### src/acccr_pkg.sv
/*
 * constants, field layouts, reset values and state types for the channel
 * calibration and configuration register bank.
 * assumes: a 32-bit ahb-lite slave port, one register per aligned word.
 */
package acccr_pkg;

   // -------------------------------------------------------------------
   // register indices (byte address is four times the index)
   // -------------------------------------------------------------------
   localparam logic [7:0] IDX_CH1_GAIN_LO = 8'h12;
   localparam logic [7:0] IDX_CHAN2_CONFIG = 8'h13;
   localparam logic [7:0] IDX_CH2_OFS_HI = 8'h14;
   localparam logic [7:0] IDX_CH2_OFS_LO = 8'h15;
   localparam logic [7:0] IDX_CH2_GAIN_HI = 8'h16;
   localparam logic [7:0] IDX_CH2_GAIN_LO = 8'h17;
   localparam logic [7:0] IDX_STATUS = 8'h20;
   localparam int unsigned IDX_LSB = 2;

   // -------------------------------------------------------------------
   // reset values and field layout
   // -------------------------------------------------------------------
   localparam logic [15:0] RST_CFG = 16'h0000;
   localparam logic [15:0] RST_OFS_HI = 16'h0000;
   localparam logic [15:0] RST_OFS_LO = 16'h0000;
   localparam logic [15:0] RST_GAIN_HI = 16'h8000;
   localparam logic [15:0] RST_GAIN_LO = 16'h0000;
   localparam logic [15:0] RST_CH1_GAIN_LO = 16'h0000;
   localparam logic [15:0] CFG_WMASK = 16'hffc7;   // bits 5:3 read only
   localparam logic [15:0] CFG_RSV_MASK = 16'hffc4; // writable reserved
   localparam logic [15:0] LO_WMASK = 16'hff00;    // bits 7:0 read zero
   localparam int unsigned SEL_LSB = 0;
   localparam int unsigned LO_FIELD_LSB = 8;
   localparam int unsigned STS_RSV_ERR_BIT = 0;
   localparam int unsigned STS_ROUTE_LSB = 1;
   localparam logic [23:0] GAIN_UNITY = 24'h800000;

   // -------------------------------------------------------------------
   // bus encodings
   // -------------------------------------------------------------------
   localparam logic [1:0] HTRANS_NONSEQ = 2'h2;
   localparam logic [1:0] HTRANS_SEQ = 2'h3;

   // input selection codes
   typedef enum logic [1:0] {
      ACCCR_SEL_PINS = 2'h0,
      ACCCR_SEL_SHORT = 2'h1,
      ACCCR_SEL_TEST_POS = 2'h2,
      ACCCR_SEL_TEST_NEG = 2'h3
   } acccr_sel_t;

   // register bank state
   typedef struct packed {
      logic [15:0] cfg;
      logic [15:0] ofs_hi;
      logic [15:0] ofs_lo;
      logic [15:0] gain_hi;
      logic [15:0] gain_lo;
      logic [15:0] ch1_gain_lo;
      logic rsv_err;
      logic wr_pend;
      logic [7:0] wr_idx;
      logic [31:0] rdata;
      logic cal_upd;
   } acccr_regs_t;

   typedef struct packed {
      logic [23:0] offset;
      logic [23:0] gain;
      logic [7:0] ch1_low;
   } acccr_join_t;

   typedef struct packed {
      logic [3:0] route;
   } acccr_route_t;

endpackage : acccr_pkg

### src/acccr_cal_if.sv
/*
 * carrier between the register bank and its two helper modules.
 * assumes: all three sides run on the same hclk.
 */
`timescale 1ns/1ps
interface acccr_cal_if;
   logic [1:0] sel;
   logic [15:0] ofs_hi;
   logic [15:0] ofs_lo;
   logic [15:0] gain_hi;
   logic [15:0] gain_lo;
   logic [15:0] ch1_gain_lo;
   logic [23:0] offset;
   logic [23:0] gain;
   logic [7:0] ch1_low;
   logic [3:0] route;

   modport regs (output sel, ofs_hi, ofs_lo, gain_hi, gain_lo, ch1_gain_lo,
                 input offset, gain, ch1_low, route);
   modport joiner (input ofs_hi, ofs_lo, gain_hi, gain_lo, ch1_gain_lo,
                   output offset, gain, ch1_low);
   modport router (input sel, output route);
endinterface : acccr_cal_if

### src/acccr_top.sv
/*
 * channel 2 configuration and calibration registers plus the channel 1
 * lower gain word, on an ahb-lite slave port.
 * assumes: single word transfers, one slave on the bus, hready looped
 * back from hreadyout; downstream converter takes the 24-bit values.
 */
// The implementer's own choice: the AHB-Lite register port.
`timescale 1ns/1ps
module acccr_top (
   input wire logic hclk,
   input wire logic hresetn,
   input wire logic hsel,
   input wire logic [31:0] haddr,
   input wire logic [1:0] htrans,
   input wire logic hwrite,
   input wire logic [2:0] hsize,
   input wire logic [31:0] hwdata,
   input wire logic hready,
   output logic [31:0] hrdata,
   output logic hreadyout,
   output logic hresp,
   output logic [1:0] chan2_input_select,
   output logic chan2_connect_pins,
   output logic chan2_short_inputs,
   output logic chan2_test_pos,
   output logic chan2_test_neg,
   output logic [23:0] chan2_offset,
   output logic [23:0] chan2_gain,
   output logic [7:0] chan1_gain_low_bits,
   output logic cal_update
);

   // -------------------------------------------------------------------
   // state
   // -------------------------------------------------------------------
   acccr_pkg::acccr_regs_t st_r;
   acccr_pkg::acccr_regs_t st_nxt;
   acccr_cal_if cal ();

   logic addr_take;
   logic [7:0] addr_idx;
   logic [15:0] wr_word;
   logic [15:0] rsv_seen;
   logic clr_rsv;

   // -------------------------------------------------------------------
   // read view of one register
   // -------------------------------------------------------------------
   function automatic logic [31:0] rd_word(
      input logic [7:0] idx,
      input acccr_pkg::acccr_regs_t s,
      input logic [3:0] route
   );
      logic [31:0] w;
      w = 32'h00000000;
      case (idx)
         acccr_pkg::IDX_CH1_GAIN_LO: begin
            w[15:0] = s.ch1_gain_lo & acccr_pkg::LO_WMASK;
         end
         acccr_pkg::IDX_CHAN2_CONFIG: begin
            w[15:0] = s.cfg & acccr_pkg::CFG_WMASK;
         end
         acccr_pkg::IDX_CH2_OFS_HI: begin
            w[15:0] = s.ofs_hi;
         end
         acccr_pkg::IDX_CH2_OFS_LO: begin
            w[15:0] = s.ofs_lo & acccr_pkg::LO_WMASK;
         end
         acccr_pkg::IDX_CH2_GAIN_HI: begin
            w[15:0] = s.gain_hi;
         end
         acccr_pkg::IDX_CH2_GAIN_LO: begin
            w[15:0] = s.gain_lo & acccr_pkg::LO_WMASK;
         end
         acccr_pkg::IDX_STATUS: begin
            w[acccr_pkg::STS_RSV_ERR_BIT] = s.rsv_err;
            w[acccr_pkg::STS_ROUTE_LSB +: 4] = route;
         end
         default: begin
            w = 32'h00000000;   // unmapped reads return zero
         end
      endcase
      return w;
   endfunction : rd_word

   // -------------------------------------------------------------------
   // address phase decode
   // -------------------------------------------------------------------
   // a transfer is taken when selected, active and the bus is ready
   assign addr_take = hsel && hready &&
                      (htrans == acccr_pkg::HTRANS_NONSEQ ||
                       htrans == acccr_pkg::HTRANS_SEQ);
   assign addr_idx = haddr[acccr_pkg::IDX_LSB +: 8];

   // data phase write word, low half only
   assign wr_word = hwdata[15:0];

   // reserved bits that a config write tried to set
   assign rsv_seen = wr_word & acccr_pkg::CFG_RSV_MASK;

   // status write of one to the error bit clears it
   assign clr_rsv = st_r.wr_pend && (st_r.wr_idx == acccr_pkg::IDX_STATUS)
                    && hwdata[acccr_pkg::STS_RSV_ERR_BIT];

   // -------------------------------------------------------------------
   // next state
   // -------------------------------------------------------------------
   // write data lands one cycle after its address phase; the read view
   // is taken from the updated copy so a read right after a write to
   // the same register already sees the new value
   always_comb begin
      st_nxt = st_r;
      st_nxt.cal_upd = 1'b0;
      if (st_r.wr_pend) begin
         case (st_r.wr_idx)
            acccr_pkg::IDX_CH1_GAIN_LO: begin
               st_nxt.ch1_gain_lo = wr_word & acccr_pkg::LO_WMASK;
               st_nxt.cal_upd = 1'b1;
            end
            acccr_pkg::IDX_CHAN2_CONFIG: begin
               // reserved writable bits are kept as written
               st_nxt.cfg = wr_word & acccr_pkg::CFG_WMASK;
            end
            acccr_pkg::IDX_CH2_OFS_HI: begin
               st_nxt.ofs_hi = wr_word;
               st_nxt.cal_upd = 1'b1;
            end
            acccr_pkg::IDX_CH2_OFS_LO: begin
               st_nxt.ofs_lo = wr_word & acccr_pkg::LO_WMASK;
               st_nxt.cal_upd = 1'b1;
            end
            acccr_pkg::IDX_CH2_GAIN_HI: begin
               st_nxt.gain_hi = wr_word;
               st_nxt.cal_upd = 1'b1;
            end
            acccr_pkg::IDX_CH2_GAIN_LO: begin
               st_nxt.gain_lo = wr_word & acccr_pkg::LO_WMASK;
               st_nxt.cal_upd = 1'b1;
            end
            default: begin
               st_nxt.cfg = st_r.cfg;   // unmapped writes are dropped
            end
         endcase
      end

      // sticky flag for nonzero reserved config writes; set beats clear
      if (clr_rsv) begin
         st_nxt.rsv_err = 1'b0;
      end
      if (st_r.wr_pend && st_r.wr_idx == acccr_pkg::IDX_CHAN2_CONFIG &&
          rsv_seen != 16'h0000) begin
         st_nxt.rsv_err = 1'b1;
      end

      // capture the address phase for the coming data phase
      st_nxt.wr_pend = addr_take && hwrite;
      st_nxt.wr_idx = addr_take ? addr_idx : st_r.wr_idx;

      // read data is ready at the start of the data phase
      if (addr_take && !hwrite) begin
         st_nxt.rdata = rd_word(addr_idx, st_nxt, cal.route);
      end else begin
         st_nxt.rdata = 32'h00000000;
      end
   end

   // -------------------------------------------------------------------
   // state register
   // -------------------------------------------------------------------
   always_ff @(posedge hclk or negedge hresetn) begin
      if (!hresetn) begin
         st_r <= '{cfg: acccr_pkg::RST_CFG,
                   ofs_hi: acccr_pkg::RST_OFS_HI,
                   ofs_lo: acccr_pkg::RST_OFS_LO,
                   gain_hi: acccr_pkg::RST_GAIN_HI,
                   gain_lo: acccr_pkg::RST_GAIN_LO,
                   ch1_gain_lo: acccr_pkg::RST_CH1_GAIN_LO,
                   rsv_err: 1'b0,
                   wr_pend: 1'b0,
                   wr_idx: 8'h00,
                   rdata: 32'h00000000,
                   cal_upd: 1'b0};
      end else begin
         st_r <= st_nxt;
      end
   end

   // -------------------------------------------------------------------
   // words handed to the helper modules
   // -------------------------------------------------------------------
   assign cal.sel = st_r.cfg[acccr_pkg::SEL_LSB +: 2];
   assign cal.ofs_hi = st_r.ofs_hi;
   assign cal.ofs_lo = st_r.ofs_lo;
   assign cal.gain_hi = st_r.gain_hi;
   assign cal.gain_lo = st_r.gain_lo;
   assign cal.ch1_gain_lo = st_r.ch1_gain_lo;

   // joins calibration words into 24-bit values
   acccr_join i_acccr_join (
      .hclk(hclk),
      .hresetn(hresetn),
      .cal(cal.joiner)
   );

   // drives the input switch controls
   acccr_route i_acccr_route (
      .hclk(hclk),
      .hresetn(hresetn),
      .cal(cal.router)
   );

   // -------------------------------------------------------------------
   // bus answer
   // -------------------------------------------------------------------
   // zero wait states and always okay
   assign hreadyout = 1'b1;
   assign hresp = 1'b0;
   assign hrdata = st_r.rdata;

   // -------------------------------------------------------------------
   // datapath outputs
   // -------------------------------------------------------------------
   // offset is two's complement, gain unsigned with 800000h as unity
   assign chan2_input_select = st_r.cfg[acccr_pkg::SEL_LSB +: 2];
   assign chan2_connect_pins = cal.route[0];
   assign chan2_short_inputs = cal.route[1];
   assign chan2_test_pos = cal.route[2];
   assign chan2_test_neg = cal.route[3];
   assign chan2_offset = cal.offset;
   assign chan2_gain = cal.gain;
   assign chan1_gain_low_bits = cal.ch1_low;
   assign cal_update = st_r.cal_upd;   // joined values valid next cycle

endmodule : acccr_top

### src/acccr_join.sv
/*
 * joins upper and lower calibration words into 24-bit values.
 * assumes: word inputs come straight from the register bank flops.
 */
`timescale 1ns/1ps
module acccr_join (
   input wire logic hclk,
   input wire logic hresetn,
   acccr_cal_if.joiner cal
);
   acccr_pkg::acccr_join_t st_r;
   acccr_pkg::acccr_join_t st_nxt;

   // concatenate upper word with lower word bits 15:8
   always_comb begin
      st_nxt = st_r;
      st_nxt.offset = {cal.ofs_hi, cal.ofs_lo[15:8]};
      st_nxt.gain = {cal.gain_hi, cal.gain_lo[15:8]};
      st_nxt.ch1_low = cal.ch1_gain_lo[15:8];
   end

   // register the joined values
   always_ff @(posedge hclk or negedge hresetn) begin
      if (!hresetn) begin
         st_r <= '{offset: 24'h000000, gain: acccr_pkg::GAIN_UNITY,
                   ch1_low: 8'h00};
      end else begin
         st_r <= st_nxt;
      end
   end

   assign cal.offset = st_r.offset;
   assign cal.gain = st_r.gain;
   assign cal.ch1_low = st_r.ch1_low;
endmodule : acccr_join

### src/acccr_route.sv
/*
 * decodes the channel 2 input selection into one-hot switch controls.
 * assumes: bit 0 pins, bit 1 short, bit 2 positive test, bit 3 negative.
 */
`timescale 1ns/1ps
module acccr_route (
   input wire logic hclk,
   input wire logic hresetn,
   acccr_cal_if.router cal
);
   acccr_pkg::acccr_route_t st_r;
   acccr_pkg::acccr_route_t st_nxt;

   // one switch group closed per selection code
   always_comb begin
      st_nxt = st_r;
      case (acccr_pkg::acccr_sel_t'(cal.sel))
         acccr_pkg::ACCCR_SEL_PINS: st_nxt.route = 4'h1;
         acccr_pkg::ACCCR_SEL_SHORT: st_nxt.route = 4'h2;
         acccr_pkg::ACCCR_SEL_TEST_POS: st_nxt.route = 4'h4;
         acccr_pkg::ACCCR_SEL_TEST_NEG: st_nxt.route = 4'h8;
         default: st_nxt.route = 4'h1;
      endcase
   end

   // register the switch controls
   always_ff @(posedge hclk or negedge hresetn) begin
      if (!hresetn) begin
         st_r <= '{route: 4'h1};
      end else begin
         st_r <= st_nxt;
      end
   end

   assign cal.route = st_r.route;
endmodule : acccr_route

### config.mk
export PLATFORM = sky130hd
export DESIGN_NAME = acccr_top
export DESIGN_NICKNAME = d
export VERILOG_FILES = /design/src/acccr_pkg.sv /design/src/acccr_cal_if.sv /design/src/acccr_top.sv /design/src/acccr_join.sv /design/src/acccr_route.sv
export SDC_FILE = /design/constraint.sdc
export NUM_CORES = 1
export LEC_CHECK = 0
export BUFFER_PORTS_ARGS = -buffer_cell sky130_fd_sc_hd__buf_4
export CORE_MARGIN = 1.5
export CORE_UTILIZATION = 50
export CTS_CLUSTER_SIZE = 25
export DETAILED_ROUTE_END_ITERATION = 6
export PLACE_DENSITY = 0.89
export RECOVER_POWER = 50
export REMOVE_ABC_BUFFERS = 1
export SLEW_MARGIN = 20
export SYNTH_ARGS = -nofsm -noshare
export SYNTH_HDL_FRONTEND = slang
export SYNTH_SLANG_ARGS = --single-unit
### constraint.sdc
create_clock -name hclk -period 5.8 [get_ports hclk]
set_input_delay 1.16 -clock hclk [delete_from_list [all_inputs] [get_ports hclk]]
set_output_delay 1.16 -clock hclk [all_outputs]
set_load 0.03 [all_outputs]
==> impl_metrics.py <==
metrics = {
    "timing": {
        "rsz0062_at_grt": "no",
        "finalMaxSlewViolations": 110,
        "setup_viol": 0,
        "holdWs_ns": 0.372,
        "hold_viol_final": 0,
        "tns_ns": 0,
        "clock_skew_ns": 0.0115,
        "period_needed_ns": 3.35,
        "fin_crit_sh_pct": 57.8,
        "timing.fmax_mhz": 298,
        "worstMarginPinSlew_ns": 2.65,
        "maxSlewHeadroom_pct": -76.7,
    },
    "critical_path": {
        "cp.depth": 2,
        "r2r_slack_ns": 2.65,
        "end_kind": "asynchronous set/reset pin",
        "cp_slowest_cell": "clkbuf_2",
        "worst-path-buf-inv": 2,
        "crit_family": "buffers and inverters",
        "crit_required_ns": 6.30,
        "crit_path_max_fanout": 109,
        "arrival_ns": 3.85,
        "reg2reg_depth": 5,
        "critical_path.cell_chain": "clkbuf_2, buf_4",
        "critPathKind": "input port to asynchronous set/reset pin",
        "slowest_delay_ns": 1.81,
        "start_kind": "input port",
    },
    "clock_tree": {
        "cts_buffers": 17,
        "path_clk_slew_ns": 0.06,
        "ctsLongestPathBuffers": 2,
        "post_cts_resized": 0,
        "htree_levels": 4,
        "cts_tree": "done",
        "clk_latency_ns": 0.41,
        "cts_root_buffer": "clkbuf_16",
        "clock-sinks": 156,
        "cts_hold_buffers": 0,
        "cts_setup_buffers": 0,
    },
    "routing": {
        "drtPass1Iterations": 5,
        "viasPerCell": 5.61,
        "ant_nets": 0,
        "vias": 4367,
        "route.detailed.drc": 0,
        "wl_per_cell_um": 18.1,
        "drt_iter0_markers": 383,
        "finalWirelength_mm": 14.1,
    },
    "power": {
        "power_frac_clock_pct": 45.1,
        "p_int_uw": 1870,
        "cellPowerDensity_nw_per_um2": 321,
        "leakage_uw": 0.00340,
        "p_switching_uw": 560,
        "pwr-share-comb_pct": 7.1,
        "vdd_ir_drop_max_uv": 176,
        "power_frac_seq_pct": 47.8,
        "swShare_pct": 23.1,
    },
    "run_status": {
        "status": "finished, violations left",
        "violations": "max-capacitance violations, max-slew violations",
    },
    "hold_path": {
        "min_path_type": "register to register",
        "whs_path_depth": 0,
    },
    "floorplanning": {
        "dieHeight_um": 115,
        "placementRows": 40,
        "fp.dieW_um": 115,
        "start_util_pct": 51.9,
        "ioPinCount": 171,
        "dieArea_um2": 13300,
        "design.core.area_um2": 12200,
    },
    "layout": {
        "final_common_cell": "dfrtp_1",
        "layout-drive-gt1-share_pct": 30.8,
        "area_delta_synth_final_pct": 19.9,
        "n_antenna_cell": 0,
        "final_cell_mix": "153 x dfrtp_1, 95 x buf_4, 70 x nand2_1",
        "final_nets": 671,
        "final_cell_area_um2": 7560,
    },
    "global_routing": {
        "grt_pass1_vias": 4442,
        "grt_usage_pct": 22.6,
        "gr-total-overflow": 0,
        "grt_pass1_wl_mm": 22.7,
        "grt_antenna_before_repair": 0,
        "grt_max_degree": 110,
    },
    "placed_design": {
        "hpwlAfterDp_mm": 9.20,
        "dpl_cell_area_um2": 7050,
        "place_congestion": 0.791,
        "port_buffers": 108,
    },
    "yosys": {
        "synth_edf_count": 0,
        "synth-seq-cells": 156,
        "netlist_instances": 520,
        "ys_warn_count": 0,
        "syn-cell-area_um2": 6310,
        "synth_cell_types": 46,
        "synthArstFlopShare_pct": 100,
        "syn_avg_cell_area_um2": 12.1,
        "ys_seq_area_share_pct": 61.9,
        "ys.flop_type": "dfrtp_1",
    },
    "job": {
        "maxCapViolCount": 1,
    },
}
## area by class of cell
type / count / area, µm²
Inverter: 1 / 3.75
Fill cell: 929 / 4600
Multi-Input combinational cell: 306 / 2060
Timing Repair Buffer: 115 / 797
Sequential cell: 156 / 3910
Clock buffer: 21 / 440
Tap cell: 168 / 210
Clock inverter: 11 / 143
## stage by stage
step | setup WS [ns] | util [%] | std cells | power, µW
after floorplan | 2.29 | - | 463 | 1260
after global placement | 2.45 | 58.0 | 746 | 1350
after detailed placement | 2.32 | 58.0 | 746 | 1360
after CTS | 2.64 | 62.8 | 778 | 2450
after global routing | 1.90 | 62.2 | 778 | 2510
final | 2.45 | 62.2 | 778 | 2430
## per-layer routing
metal  track usage [%]  vias up  share of wire (%)
met3              5.01       23                6.3
met2              37.3      215                 50
li1                  -     1937                  -
met4              7.57        0                1.5
met1              29.8     2192                 42
met5                 0        -                  0
## state kept, by name, summed over array words and instances (netlist names)
name,count
hrdata,16
cal_update,1
chan2_input_select,2
i_acccr_join.cal.ch1_low,8
cal.gain_lo,8
cal.ch1_gain_lo,8
cal.gain_hi,16
i_acccr_join.cal.offset,24
i_acccr_join.cal.gain,24
cal.ofs_lo,8
cal.ofs_hi,16
i_acccr_route.cal.route,4
st_r,21
## power groups by stage
| stage | Clock (µW) | Combinational, µW | Sequential (µW) |
|---|---|---|---|
| after floorplan | 0 | 59.3 | 1200 |
| after global placement | 0 | 170 | 1180 |
| after detailed placement | 0 | 177 | 1180 |
| after CTS | 1110 | 177 | 1160 |
| after global routing | 1160 | 188 | 1160 |
| final | 1090 | 173 | 1160 |
## synthesized netlist by cell type, types with 5 or more instances
master | instances | share of area (%)
dfrtp_1 | 153 | 61
nand2_1 | 70 | 4.2
nand3_1 | 55 | 4.4
mux2_2 | 51 | 9.1
buf_4 | 36 | 4.3
clkbuf_1 | 26 | 1.5
buf_2 | 10 | 0.79
nor2_1 | 9 | 0.54
a22oi_1 | 8 | 0.95
and4_1 | 8 | 1.1
a31oi_1 | 7 | 0.69
a32oi_1 | 7 | 0.97
and3_1 | 7 | 0.69
a21oi_1 | 5 | 0.40
nor2b_1 | 5 | 0.50
## worst paths after layout
check / start / to
max in group hclk: st_r[39] / hrdata[4]
min in group asynchronous: hresetn / i_acccr_join.cal.gain[13]
min: cal.gain_hi[9] / i_acccr_join.cal.gain[17]
max reg2reg: st_r[39] / hrdata[4]
min reg2reg: cal.gain_hi[9] / i_acccr_join.cal.gain[17]
max: hresetn / cal.ofs_hi[7]
## cell families after synthesis
| family | count (synthesis) | synth area share, % |
|---|---|---|
| simple gates | 187 | 15.3 |
| other cells | 2 | 0.119 |
| flops | 156 | 61.9 |
| mux | 59 | 10.6 |
| buf+inv | 74 | 6.74 |
| compound gates | 42 | 5.24 |
Note: power is estimated with default switching activity, not from simulation.
